### src/verilog/sfs_pkg.sv
//==============================================================================
`default_nettype none
package sfs_pkg;
  // format codes
  localparam logic [1:0] FMT_DIRECT   = 2'h0;
  localparam logic [1:0] FMT_MASTER   = 2'h1;
  localparam logic [1:0] FMT_FOLLOWER = 2'h2;
  localparam logic [1:0] FMT_OFFSET   = 2'h3;
  localparam int         DW           = 16;
  // register offsets (byte addresses)
  localparam logic [7:0] A_FMT        = 8'h00; // [1:0] primary, [3:2] secondary
  localparam logic [7:0] A_DIRECT     = 8'h04;
  localparam logic [7:0] A_P_PLUS     = 8'h08;
  localparam logic [7:0] A_P_MINUS    = 8'h0c;
  localparam logic [7:0] A_S_PLUS     = 8'h10;
  localparam logic [7:0] A_S_MINUS    = 8'h14;
  localparam logic [7:0] A_P_AUXRPM   = 8'h18;
  localparam logic [7:0] A_S_AUXRPM   = 8'h1c;
  localparam logic [7:0] A_AUXPPR     = 8'h20;
  localparam logic [7:0] A_P_SCALE    = 8'h24; // follower and offset multiplier, q8
  localparam logic [7:0] A_S_SCALE    = 8'h28;
  localparam logic [7:0] A_STATUS     = 8'h2c;
  localparam logic [7:0] A_SPEED      = 8'h30;
  // field positions
  localparam int P_FMT_LSB = 0;
  localparam int S_FMT_LSB = 2;
  // reset values
  localparam logic [DW-1:0] RST_AUXRPM = 16'h03e8;
  localparam logic [DW-1:0] RST_AUXPPR = 16'h003c;
  localparam logic [DW-1:0] RST_SCALE  = 16'h0100;
  localparam logic [DW-1:0] RST_ZERO   = 16'h0000;
  localparam logic [3:0]    RST_FMT    = 4'h9;     // primary master, secondary follower
  // full-scale aux frequency that yields unity aux gain
  localparam int AUX_FS_REF = 10000;
  typedef enum logic [1:0] {SFS_IDLE, SFS_DIV, SFS_DONE} sfs_div_st_t;
endpackage
`default_nettype wire

### src/verilog/sfs_bias_pair.sv
`timescale 1ns/100ps
`default_nettype none
// one exclusive plus/minus bias pair
module sfs_bias_pair
  import sfs_pkg::*;
#(
  parameter int W = 16
)(
  input  wire logic         clk_i,
  input  wire logic         rst_i,
  input  wire logic         wr_plus_i,
  input  wire logic         wr_minus_i,
  input  wire logic [W-1:0] data_i,
  output logic      [W-1:0] plus_o,
  output logic      [W-1:0] minus_o
);
  //============================================================================
  // storage
  // a nonzero entry clears the partner so only one side is ever live
  always_ff @(posedge clk_i)
  begin
    if (rst_i)
    begin
      plus_o  <= '0;
      minus_o <= '0;
    end
    else if (wr_plus_i)
    begin
      plus_o <= data_i;
      if (data_i != '0) minus_o <= '0;
    end
    else if (wr_minus_i)
    begin
      minus_o <= data_i;
      if (data_i != '0) plus_o <= '0;
    end
  end

  exclusive_a : assert property (@(posedge clk_i) disable iff (rst_i)
    (plus_o == '0) || (minus_o == '0))
    else $error("both biases nonzero");
endmodule
`default_nettype wire

### src/verilog/sfs_div.sv
`timescale 1ns/100ps
`default_nettype none
// sequential unsigned divider, one quotient bit per cycle
module sfs_div
  import sfs_pkg::*;
#(
  parameter int W = 32
)(
  input  wire logic         clk_i,
  input  wire logic         rst_i,
  input  wire logic         start_i,
  input  wire logic [W-1:0] num_i,
  input  wire logic [W-1:0] den_i,
  output logic      [W-1:0] quot_o,
  output logic              done_o
);
  sfs_div_st_t      st;
  logic [W-1:0]     q;
  logic [W:0]       r;
  logic [W-1:0]     d;
  logic [5:0]       n;
  logic [W:0]       trial;

  assign trial = {r[W-1:0], q[W-1]};

  //============================================================================
  // restoring division; zero divisor gives zero
  always_ff @(posedge clk_i)
  begin
    if (rst_i)
    begin
      st     <= SFS_IDLE;
      q      <= '0;
      r      <= '0;
      d      <= '0;
      n      <= '0;
      quot_o <= '0;
      done_o <= 1'b0;
    end
    else
    begin
      done_o <= 1'b0;
      case (st)
        SFS_IDLE:
          if (start_i)
          begin
            q  <= num_i;
            r  <= '0;
            d  <= den_i;
            n  <= 6'(W);
            st <= SFS_DIV;
          end
        SFS_DIV:
        begin
          if (trial >= {1'b0, d})
          begin
            r <= trial - {1'b0, d};
            q <= {q[W-2:0], 1'b1};
          end
          else
          begin
            r <= trial;
            q <= {q[W-2:0], 1'b0};
          end
          n <= n - 6'h01;
          if (n == 6'h01) st <= SFS_DONE;
        end
        SFS_DONE:
        begin
          quot_o <= (d == '0) ? '0 : q;
          done_o <= 1'b1;
          st     <= SFS_IDLE;
        end
        default: st <= SFS_IDLE;
      endcase
    end
  end
endmodule
`default_nettype wire

### src/verilog/sfs_core.sv
// Our own choices: the register addresses and the Wishbone register port.
`timescale 1ns/100ps
`default_nettype none
// speed format selection core with wishbone parameter registers
module sfs_core
  import sfs_pkg::*;
(
  input  wire logic                 clk_i,
  input  wire logic                 rst_i,
  // wishbone classic slave
  input  wire logic                 cyc_i,
  input  wire logic                 stb_i,
  input  wire logic                 we_i,
  input  wire logic [7:0]           adr_i,
  input  wire logic [3:0]           sel_i,
  input  wire logic [31:0]          dat_i,
  output logic      [31:0]          dat_o,
  output logic                      ack_o,
  // process inputs
  input  wire logic                 secondary_sel_i,
  input  wire logic                 run_i,
  input  wire logic [sfs_pkg::DW-1:0] ramped_speed_i,
  input  wire logic [sfs_pkg::DW-1:0] extref_speed_i,
  input  wire logic [sfs_pkg::DW-1:0] aux_freq_i,
  // drive outputs
  output logic      [sfs_pkg::DW-1:0] speed_cmd_o,
  output logic      [7:0]           direct_pct_o,
  output logic                      direct_mode_o,
  output logic                      ramp_bypass_o,
  output logic                      fb_bypass_o,
  output logic                      ilimit_bypass_o,
  output logic      [1:0]           active_fmt_o
);
  //============================================================================
  // parameter registers
  logic [1:0]    primary_format_code;
  logic [1:0]    secondary_format_code;
  logic [7:0]    direct_output_percent;
  logic [DW-1:0] p_aux_rpm_max;
  logic [DW-1:0] secondary_aux_rpm_max;
  logic [DW-1:0] aux_pulses_per_rev;
  logic [DW-1:0] p_scale;
  logic [DW-1:0] s_scale;
  logic [DW-1:0] primary_plus_bias;
  logic [DW-1:0] primary_minus_bias;
  logic [DW-1:0] secondary_plus_bias;
  logic [DW-1:0] secondary_minus_bias;

  logic          wr;
  logic          rd_hit;
  logic [31:0]   next_dat;

  // a write lands on the edge where the master sees ack, never while the request may still be withdrawn
  assign wr = cyc_i && stb_i && we_i && ack_o && sel_i[0] && sel_i[1];

  // whole-halfword writes only; partial lanes would break the pair exclusion
  // the percentage clips at full output so a stray large entry cannot overdrive
  always_ff @(posedge clk_i)
  begin
    if (rst_i)
    begin
      primary_format_code   <= RST_FMT[1:0];
      secondary_format_code <= RST_FMT[3:2];
      direct_output_percent <= 8'h00;
      p_aux_rpm_max         <= RST_AUXRPM;
      secondary_aux_rpm_max <= RST_AUXRPM;
      aux_pulses_per_rev    <= RST_AUXPPR;
      p_scale               <= RST_SCALE;
      s_scale               <= RST_SCALE;
    end
    else if (wr)
    begin
      case (adr_i)
        A_FMT:
        begin
          primary_format_code   <= dat_i[P_FMT_LSB +: 2];
          secondary_format_code <= dat_i[S_FMT_LSB +: 2];
        end
        A_DIRECT:   direct_output_percent <= (dat_i[7:0] > 8'h64) ? 8'h64 : dat_i[7:0];
        A_P_AUXRPM: p_aux_rpm_max         <= dat_i[DW-1:0];
        A_S_AUXRPM: secondary_aux_rpm_max <= dat_i[DW-1:0];
        A_AUXPPR:   aux_pulses_per_rev    <= dat_i[DW-1:0];
        A_P_SCALE:  p_scale               <= dat_i[DW-1:0];
        A_S_SCALE:  s_scale               <= dat_i[DW-1:0];
        default: ;
      endcase
    end
  end

  // bias pairs, one per group
  sfs_bias_pair #(.W(DW)) u_pri_bias (
    .clk_i      (clk_i),
    .rst_i      (rst_i),
    .wr_plus_i  (wr && adr_i == A_P_PLUS),
    .wr_minus_i (wr && adr_i == A_P_MINUS),
    .data_i     (dat_i[DW-1:0]),
    .plus_o     (primary_plus_bias),
    .minus_o    (primary_minus_bias)
  );

  sfs_bias_pair #(.W(DW)) u_sec_bias (
    .clk_i      (clk_i),
    .rst_i      (rst_i),
    .wr_plus_i  (wr && adr_i == A_S_PLUS),
    .wr_minus_i (wr && adr_i == A_S_MINUS),
    .data_i     (dat_i[DW-1:0]),
    .plus_o     (secondary_plus_bias),
    .minus_o    (secondary_minus_bias)
  );

  //============================================================================
  // group selection
  logic [1:0]    fmt;
  logic [DW-1:0] g_scale;
  logic [DW-1:0] g_aux_rpm;
  logic [DW-1:0] g_plus;
  logic [DW-1:0] g_minus;

  // every constant except aux_pulses_per_rev and direct_output_percent follows the selected group
  // switching groups mid-run changes the command on the next edge, unramped
  always_comb
  begin
    fmt       = secondary_sel_i ? secondary_format_code : primary_format_code;
    g_scale   = secondary_sel_i ? s_scale : p_scale;
    g_aux_rpm = secondary_sel_i ? secondary_aux_rpm_max : p_aux_rpm_max;
    g_plus    = secondary_sel_i ? secondary_plus_bias : primary_plus_bias;
    g_minus   = secondary_sel_i ? secondary_minus_bias : primary_minus_bias;
  end

  //============================================================================
  // aux gain: full scale rpm*ppr/60 Hz; gain q8 = 10000*256/full scale
  logic [31:0] aux_fs;
  logic [31:0] gain_q8;
  logic        div_done;
  logic        div_busy;

  assign aux_fs = 32'(g_aux_rpm * aux_pulses_per_rev) / 32'd60;

  // recompute continuously; a new full scale or a group switch can take two divides
  // to appear, since a divide already under way still finishes with the old operands
  always_ff @(posedge clk_i)
  begin
    if (rst_i)
      div_busy <= 1'b0;
    else if (div_done)
      div_busy <= 1'b0;
    else if (!div_busy)
      div_busy <= 1'b1;
  end

  sfs_div #(.W(32)) u_gain_div (
    .clk_i   (clk_i),
    .rst_i   (rst_i),
    .start_i (!div_busy),
    .num_i   (32'(AUX_FS_REF) << 8),
    .den_i   (aux_fs),
    .quot_o  (gain_q8),
    .done_o  (div_done)
  );

  //============================================================================
  // speed computation
  logic [31:0] follow_q8;
  logic [31:0] aux_term;
  logic signed [33:0] sum;
  logic [DW-1:0] next_speed;
  logic [DW-1:0] offset_speed;
  logic [DW-1:0] follow_speed;

  always_comb
  begin
    follow_q8 = 32'(extref_speed_i * g_scale);
    if (follow_q8[31:24] != 8'h00)
      follow_speed = 16'hffff;                                      // saturate, a wrap would drop the speed
    else
      follow_speed = follow_q8[23:8];
    aux_term  = 32'(aux_freq_i * gain_q8[DW-1:0]);
    sum       = 34'(follow_q8 >> 8) + 34'(aux_term >> 8)
              + 34'(g_plus) - 34'(g_minus);
    if (sum < 0)
      offset_speed = '0;
    else if (sum > 34'(16'hffff))
      offset_speed = 16'hffff;
    else
      offset_speed = sum[DW-1:0];
    case (fmt)
      FMT_MASTER:   next_speed = ramped_speed_i;
      FMT_FOLLOWER: next_speed = follow_speed;
      FMT_OFFSET:   next_speed = offset_speed;
      default:      next_speed = '0;                                // direct uses the percentage path
    endcase
  end

  // direct format jumps straight to the setpoint; run gates speed_cmd_o and direct_pct_o, not the mode or bypass flags
  // all drive outputs are registered so the stage sees them free of glitches
  always_ff @(posedge clk_i)
  begin
    if (rst_i)
    begin
      speed_cmd_o     <= '0;
      direct_pct_o    <= 8'h00;
      direct_mode_o   <= 1'b0;
      ramp_bypass_o   <= 1'b0;
      fb_bypass_o     <= 1'b0;
      ilimit_bypass_o <= 1'b0;
      active_fmt_o    <= FMT_DIRECT;
    end
    else
    begin
      active_fmt_o    <= fmt;
      direct_mode_o   <= (fmt == FMT_DIRECT);
      ramp_bypass_o   <= (fmt == FMT_DIRECT);
      fb_bypass_o     <= (fmt == FMT_DIRECT);
      ilimit_bypass_o <= (fmt == FMT_DIRECT);
      direct_pct_o    <= (run_i && fmt == FMT_DIRECT) ? direct_output_percent : 8'h00;
      speed_cmd_o     <= run_i ? next_speed : '0;
    end
  end

  //============================================================================
  // read mux and ack
  // status packs the bypass flag, the selection input, run and the active format
  always_comb
  begin
    rd_hit   = 1'b1;
    next_dat = 32'h0;
    case (adr_i)
      A_FMT:      next_dat = {28'h0, secondary_format_code, primary_format_code};
      A_DIRECT:   next_dat = {24'h0, direct_output_percent};
      A_P_PLUS:   next_dat = {16'h0, primary_plus_bias};
      A_P_MINUS:  next_dat = {16'h0, primary_minus_bias};
      A_S_PLUS:   next_dat = {16'h0, secondary_plus_bias};
      A_S_MINUS:  next_dat = {16'h0, secondary_minus_bias};
      A_P_AUXRPM: next_dat = {16'h0, p_aux_rpm_max};
      A_S_AUXRPM: next_dat = {16'h0, secondary_aux_rpm_max};
      A_AUXPPR:   next_dat = {16'h0, aux_pulses_per_rev};
      A_P_SCALE:  next_dat = {16'h0, p_scale};
      A_S_SCALE:  next_dat = {16'h0, s_scale};
      A_STATUS:   next_dat = {24'h0, 3'h0, ilimit_bypass_o, secondary_sel_i, run_i, active_fmt_o};
      A_SPEED:    next_dat = {16'h0, speed_cmd_o};
      default:    rd_hit   = 1'b0;
    endcase
  end

  // one wait state; unmapped reads return zero but still ack
  always_ff @(posedge clk_i)
  begin
    if (rst_i)
    begin
      ack_o <= 1'b0;
      dat_o <= 32'h0;
    end
    else
    begin
      ack_o <= cyc_i && stb_i && !ack_o;
      dat_o <= rd_hit ? next_dat : 32'h0;
    end
  end

  //============================================================================
  // checks
  // format and drive gating
  direct_run_a : assert property (@(posedge clk_i) disable iff (rst_i)
    !run_i |=> direct_pct_o == 8'h00 && speed_cmd_o == '0)
    else $error("drive active while stopped");

  direct_pct_a : assert property (@(posedge clk_i) disable iff (rst_i)
    run_i && fmt == FMT_DIRECT |=> direct_pct_o == $past(direct_output_percent))
    else $error("direct output not applied at once");

  pct_limit_a : assert property (@(posedge clk_i) disable iff (rst_i)
    direct_pct_o <= 8'h64)
    else $error("direct output above full scale");

  pct_off_a : assert property (@(posedge clk_i) disable iff (rst_i)
    fmt != FMT_DIRECT |=> direct_pct_o == 8'h00)
    else $error("direct output outside direct format");

  bypass_flags_a : assert property (@(posedge clk_i) disable iff (rst_i)
    fmt == FMT_DIRECT |=> ramp_bypass_o && fb_bypass_o && ilimit_bypass_o)
    else $error("direct bypass flags missing");

  bypass_clear_a : assert property (@(posedge clk_i) disable iff (rst_i)
    fmt != FMT_DIRECT |=> !ramp_bypass_o && !fb_bypass_o && !direct_mode_o)
    else $error("ramp or feedback bypassed outside direct");

  ilimit_bypass_a : assert property (@(posedge clk_i) disable iff (rst_i)
    fmt != FMT_DIRECT |=> !ilimit_bypass_o)
    else $error("current limit bypassed outside direct");

  direct_speed_a : assert property (@(posedge clk_i) disable iff (rst_i)
    fmt == FMT_DIRECT |=> speed_cmd_o == '0)
    else $error("speed command used in direct");

  group_sel_a : assert property (@(posedge clk_i) disable iff (rst_i)
    !rst_i |=> active_fmt_o == ($past(secondary_sel_i) ? $past(secondary_format_code)
                                                        : $past(primary_format_code)))
    else $error("wrong group format");

  fmt_write_a : assert property (@(posedge clk_i) disable iff (rst_i)
    wr && adr_i == A_FMT |=> primary_format_code == $past(dat_i[1:0]))
    else $error("format code not stored");

  fmt_sec_write_a : assert property (@(posedge clk_i) disable iff (rst_i)
    wr && adr_i == A_FMT |=> secondary_format_code == $past(dat_i[3:2]))
    else $error("secondary format code not stored");

  // speed paths
  master_pass_a : assert property (@(posedge clk_i) disable iff (rst_i)
    run_i && fmt == FMT_MASTER |=> speed_cmd_o == $past(ramped_speed_i))
    else $error("master speed not passed");

  follow_pri_a : assert property (@(posedge clk_i) disable iff (rst_i)
    run_i && fmt == FMT_FOLLOWER && !secondary_sel_i && 32'(extref_speed_i * p_scale) < 32'h0100_0000
    |=> speed_cmd_o == 16'(32'($past(extref_speed_i) * $past(p_scale)) >> 8))
    else $error("primary scale not applied");

  follow_sec_a : assert property (@(posedge clk_i) disable iff (rst_i)
    run_i && fmt == FMT_FOLLOWER && secondary_sel_i && 32'(extref_speed_i * s_scale) < 32'h0100_0000
    |=> speed_cmd_o == 16'(32'($past(extref_speed_i) * $past(s_scale)) >> 8))
    else $error("secondary scale not applied");

  offset_clamp_a : assert property (@(posedge clk_i) disable iff (rst_i)
    run_i && fmt == FMT_OFFSET && sum < 0 |=> speed_cmd_o == '0)
    else $error("negative offset not clamped");

  offset_sum_a : assert property (@(posedge clk_i) disable iff (rst_i)
    run_i && fmt == FMT_OFFSET && sum >= 0 && sum < 34'(16'hffff)
    |=> speed_cmd_o == $past(sum[DW-1:0]))
    else $error("offset sum wrong");

  // bus handshake
  ack_pulse_a : assert property (@(posedge clk_i) disable iff (rst_i)
    ack_o |=> !ack_o)
    else $error("ack held longer than one cycle");

  ack_delay_a : assert property (@(posedge clk_i) disable iff (rst_i)
    cyc_i && stb_i && !ack_o |=> ack_o)
    else $error("ack not given in the next cycle");

  rd_unmapped_a : assert property (@(posedge clk_i) disable iff (rst_i)
    cyc_i && stb_i && !we_i && !ack_o && !rd_hit |=> dat_o == 32'h0)
    else $error("unmapped read returned data");
endmodule
`default_nettype wire

### config.mk
export PLATFORM = sky130hd
export DESIGN_NAME = sfs_core
export DESIGN_NICKNAME = d
export VERILOG_FILES = /design/src/verilog/sfs_pkg.sv /design/src/verilog/sfs_bias_pair.sv /design/src/verilog/sfs_div.sv /design/src/verilog/sfs_core.sv
export SDC_FILE = /design/constraint.sdc
export NUM_CORES = 2
export LEC_CHECK = 0
export ABC_AREA = 1
export BUFFER_PORTS_ARGS = -buffer_cell sky130_fd_sc_hd__clkbuf_2
export CAP_MARGIN = 30
export CORE_UTILIZATION = 30
export CTS_BUF_LIST = sky130_fd_sc_hd__clkbuf_4 sky130_fd_sc_hd__clkbuf_8
export CTS_CLUSTER_DIAMETER = 200
export DETAILED_ROUTE_END_ITERATION = 8
export GPL_TIMING_DRIVEN = 1
export PLACE_DENSITY = 0.5
export SLEW_MARGIN = 20
export SYNTH_ARGS = -nofsm -noshare
export SYNTH_HDL_FRONTEND = slang
export SYNTH_SLANG_ARGS = --single-unit
### constraint.sdc
create_clock -name clk_i -period 18 [get_ports clk_i]
set_clock_uncertainty 0.05 [all_clocks]
set_input_delay 1.8 -clock clk_i [delete_from_list [all_inputs] [get_ports clk_i]]
set_output_delay 1.8 -clock clk_i [all_outputs]
set_load 0.01 [all_outputs]
==> Word level (Yosys, flattened, before mapping) <==
Cells that the tools add are included.
{ "word_totals": {"out_inout_bits": 63, "reg_bits": 338} }
{ "classes": {"eq_ne": 22, "order_cmp": 4, "reduce_logical": 41, "muxes": 35, "div": 1, "bitwise_logic": 4, "n_addsub": 5, "n_mul": 3} }
{ "op_table": {"columns": ["cell", "count"], "rows": [
  ["2-to-1 mux 16 bit", 17],
  ["one-hot mux 16 bit (13 select lines)", 1],
  ["one-hot mux 32 bit (2 select lines)", 2],
  ["multiplier 16 x 16 -> 32 bit", 3],
  ["2-to-1 mux 32 bit", 3],
  ["one-hot mux 16 bit (3 select lines)", 1],
  ["== test 8 x 6 -> 1 bit (second input constant)", 5],
  ["> comparator 34 x 16 -> 1 bit (second input constant)", 1],
  ["greater-or-equal comparator 33 x 32 -> 1 bit", 1],
  ["divider 32 x 6 -> 32 bit (second input constant)", 1],
  ["== test 8 x 5 -> 1 bit (second input constant)", 4],
  ["zero test 32 bit", 1],
  ["subtractor 32 bit", 1],
  ["AND reduction 2 bit", 14],
  ["< comparator 27 x 1 -> 1 bit (second input constant)", 1],
  ["subtractor 26 x 16 -> 27 bit", 1],
  ["adder 25 x 16 -> 26 bit", 1],
  ["adder 24 x 24 -> 25 bit", 1],
  ["== test 8 x 4 -> 1 bit (second input constant)", 2],
  ["nonzero test 16 bit", 1],
  ["OR reduction 13 bit", 1],
  ["one-hot mux 6 bit (2 select lines)", 1],
  ["logical AND 1 bit", 11],
  ["nonzero test 2 bit", 5],
  ["other kinds (19)", 35]
]} }

==> Logic depth before layout (Yosys ltp) <==
{ "depth": {"ltp_word": 9, "depth_mapped": 138} }

==> Hierarchy <==
A second synthesis with hierarchy kept.
{ "unflattened": {"hier_cells": 6453, "hier_area_um2": 47003.8} }
{ "modules_own_cells": {"columns": ["mod", "n_inst", "cells_each", "seq_area_each_um2", "area_each_um2"], "rows": [
  ["sfs_core", 1, 4853, 2742.6, 36208.5],
  ["sfs_div", 1, 1284, 2742.6, 8080.2],
  ["sfs_bias_pair", 2, 158, 640.6, 1357.6]
]} }

==> Worst setup path before layout <==
OpenSTA, ideal clock, no wires.
{ "synth_path": {"path_type": "input -> register", "start": "input secondary_sel_i", "end": "register u_gain_div.d[0]", "path_slack_ps": 2168, "cell_stages": 120, "arrival_time_ps": 15673, "path_buffers": 3, "setup_ps": 109, "cell_sequence": "clkbuf_1 inv_1 clkbuf_1 clkbuf_1 nand2_1 o21ai_1 clkinv_1 nand2_1 fa_1 inv_1 fa_1 fa_1 fa_1 fa_1 inv_1 fa_1 inv_1 ha_1 [... 84 more ...] nand2_1 nand4_2 o21bai_2 nand2_2 nand2_2 nor2_1 nand2_2 nand2_2 nand2_2 nand2_1 nor2_1 nand2_1 nand2_1 nand2_1 nand2_1 nand3_1 nand2_1 inv_1"} }
{ "synth_via": {"elab_chain_cells": 3} }
{ "synth_rtl": {"columns": ["element", "line", "text"], "rows": [
  ["start, declared", "sfs_core.sv:20", "input wire logic secondary_sel_i,"],
  ["2-to-1 mux 16 bit", "sfs_core.sv:125", "g_aux_rpm = secondary_sel_i ? secondary_aux_rpm_max : p_aux_rpm_max;"],
  ["multiplier 16 x 16 -> 32 bit", "sfs_core.sv:137", "assign aux_fs = 32'(g_aux_rpm * aux_pulses_per_rev) / 32'd60;"],
  ["divider 32 x 6 -> 32 bit", "sfs_core.sv:137", null],
  ["end signal, assigned", "sfs_div.sv:49", "d <= den_i;"],
  ["end, declared", "sfs_div.sv:20", "logic [W-1:0] d;"]
]} }
No other way between the ends.
A chain may end at the register's enable or synchronous reset.

==> Worst setup path after layout <==
Same ends and word-level chain as after synthesis.

==> reports/metrics.csv <==
metric,value,unit
crit_path_end_kind,register,
outcome,"finished, violations left",
cts_htree_levels,2,
layout-drive-gt1-share,9.985,%
ant_nets,0,
final_nets,6936,
gp_congestion,0.9394,
grt-ovfl-total,0,
critPathKind,primary input to register,
arrival,17.21,ns
netlist_area,43560,sq um
r2r-start,aux_pulses_per_rev[11],
cts_sinks,317,
violations,design-rule violations,
syn_area_per_cell,7.518,sq um
place_ws,0.1282,ns
grt_use_total,19.02,%
die_h,383.0,um
area_delta_synth_final,10.55,%
fill_cells,15335,
finalSetupViolCount,0,
maxCapViolCount,0,
cp.required,18.52,ns
final_common_cell,nand2_1,
synth_cells,5794,
yosysWarnings,0,
synth_edf_count,0,
insertion_delay,0.69,ns
ys.flop_type,dfxtp_1,
finalHoldViolations,0,
clockBufferDepth,3,
vias_per_cell,4.786,
rows,139,
yosysSeqAreaShare,14.57,%
cp_slowest_cell,fa_1,
io_pins,162,
mostFrequentLayoutCells,"nand2_1 (1276), inv_1 (1160), fa_1 (609), nor2_1 (417), ha_1 (369)",
final-max-slew-violation-count,0,
drt_wl_total,139400,um
synth.distinct_cells,64,
wl_per_cell,17.87,um
dr_wl_met3,9049,um
top_layer_used,met5,
vias,37322,
die_x,383.0,um
core,143800,sq um
hold_end,div_busy,
setup_ws,1.313,ns
cts_tree,built,
cts_buffers,54,
post-route-period-util,92.71,%
dr.pass1.iters,8,
rr_worst_depth,118,
relSlewSlack,30.73,%
detailed_place_hpwl,109700,um
dieArea,146700,sq um
wl_met1,63180,um
grt_pass1_wl,217400,um
r2r-end,u_gain_div.d[0],
antenna_found_initial,15,
min_period,16.69,ns
startpoint_type,primary input,
tightest_slew,1.039,ns
grt_pass1_vias,37152,
worstHoldStart,u_gain_div.done_o,
start_util,30.28,%
holdPathStages,1,
wl_met2,63610,um
hp-class,register to register,
ys_ff_latch,317,
drt_iter0_drc,2662,
async_flop_share,0,%
fmax,59.93,MHz
critPathMaxStageDelay,0.54,ns
clkTransAtPathRegs,0.06,ns
grt_max_degree,90,
root_buffer,clkbuf_8,
path_max_fanout,17,
cp_common_cell,nand2_1,
r2r_slack,2.17,ns
port_buffers,127,
drc,14,
## critical path: cells and delay by family
family	cells	cell delay, ns
fa+ha+maj	7	3.37
compound gates	9	1.53
simple gates	93	8.63
buf+inv	15	1.84
## final cells by class
cell class | instances | area [sq um] | area share (%)
Timing Repair Buffer | 232 | 1543 | 3.204
Sequential cell | 317 | 6346 | 13.18
Clock buffer | 80 | 1020 | 2.118
Antenna cell | 6 | 15.01 | 0.03118
Clock inverter | 18 | 209.0 | 0.4339
Multi-Input combinational cell | 4026 | 32060 | 66.58
Inverter | 1215 | 4573 | 9.497
Timing Repair inverter | 1 | 7.507 | 0.01559
Tap cell | 1903 | 2381 | 4.945
## cell usage after synthesis, types with 31 or more instances
cell type     n  area [sq um]
o21ai_0     213          1066
nand3_1     111         555.5
o211ai_1     62         465.5
nand2_2      52         325.3
o21ai_1      37         185.2
a31oi_1      31         193.9
xnor2_1      68         595.6
nand2_1    1299          4876
dfxtp_1     317          6346
ha_1        377          4717
xor2_1       64         560.5
a21oi_1     331          1657
inv_1      1164          4369
nor2_1      424          1592
clkbuf_1    222         833.3
fa_1        613         12270
inv_2        31         116.4
nand4_1      47         294.0
## flip-flops by register name, indices dropped and copies added (netlist names), 6 cells and up
name	cells
u_gain_div.n	6
direct_output_percent	8
p_aux_rpm_max	16
dat_o	16
aux_pulses_per_rev	16
u_gain_div.r	32
u_gain_div.q	32
speed_cmd_o	16
u_pri_bias.plus_o	16
s_scale	16
u_pri_bias.minus_o	16
secondary_aux_rpm_max	16
u_sec_bias.plus_o	16
direct_pct_o	8
p_scale	16
u_sec_bias.minus_o	16
u_gain_div.d	27
u_gain_div.quot_o	16
## cell families after synthesis
| family | Yosys count | synth area share [%] |
|---|---|---|
| AND/OR/NAND/NOR | 2036 | 19.42 |
| other | 1 | 0.008609 |
| buffers and inverters | 1466 | 12.80 |
| flip-flops | 317 | 14.57 |
| XOR/XNOR | 132 | 2.654 |
| adder cells (fa/ha/maj) | 990 | 39.00 |
| AO/OA/AOI/OAI | 852 | 11.55 |
## repair_timing
action,CTS,global route
hold buffers,0,0
setup buffers,0,26
endpoints found under the hold margin,0,0
resized for setup,0,103
endpoints found under the setup margin,0,3
## routing by layer
metal | global-route usage (%) | up-vias
met3 | 3.426 | 182
met2 | 30.72 | 972
met1 | 26.07 | 18232
li1 | - | 17928
met5 | 0 | -
met4 | 4.748 | 8
## through the flow
stage / TNS, ns / std cells / hold WS (ns) / area [sq um] / util (%)
after floorplan: 0 / 5809 / 0.3127 / 43610 / -
after global placement: 0 / 7657 / 0.3154 / 46210 / 32.13
after detailed placement: 0 / 7660 / 0.3205 / 46250 / 32.15
after CTS: 0 / 7758 / 0.3287 / 47480 / 33.01
after global routing: -0.06636 / 7795 / 0.3455 / 48150 / 33.47
final: 0 / 7798 / 0.3267 / 48150 / 33.48
## how the worst max path moves through the flow
stage                               start              end  slack, ns  cells after the start
after global placement    secondary_sel_i  u_gain_div.d[0]       0.26                    125
after global routing      secondary_sel_i  u_gain_div.d[0]      -0.07                    127
after floorplan           secondary_sel_i  u_gain_div.d[0]       2.17                    120
after detailed placement  secondary_sel_i  u_gain_div.d[0]       0.13                    121
after CTS                 secondary_sel_i  u_gain_div.d[0]       0.81                    121
final                     secondary_sel_i  u_gain_div.d[0]       1.31                    124
Power is not shown: default switching activity piles up to over one toggle a cycle in this logic, so the estimate is an artifact.
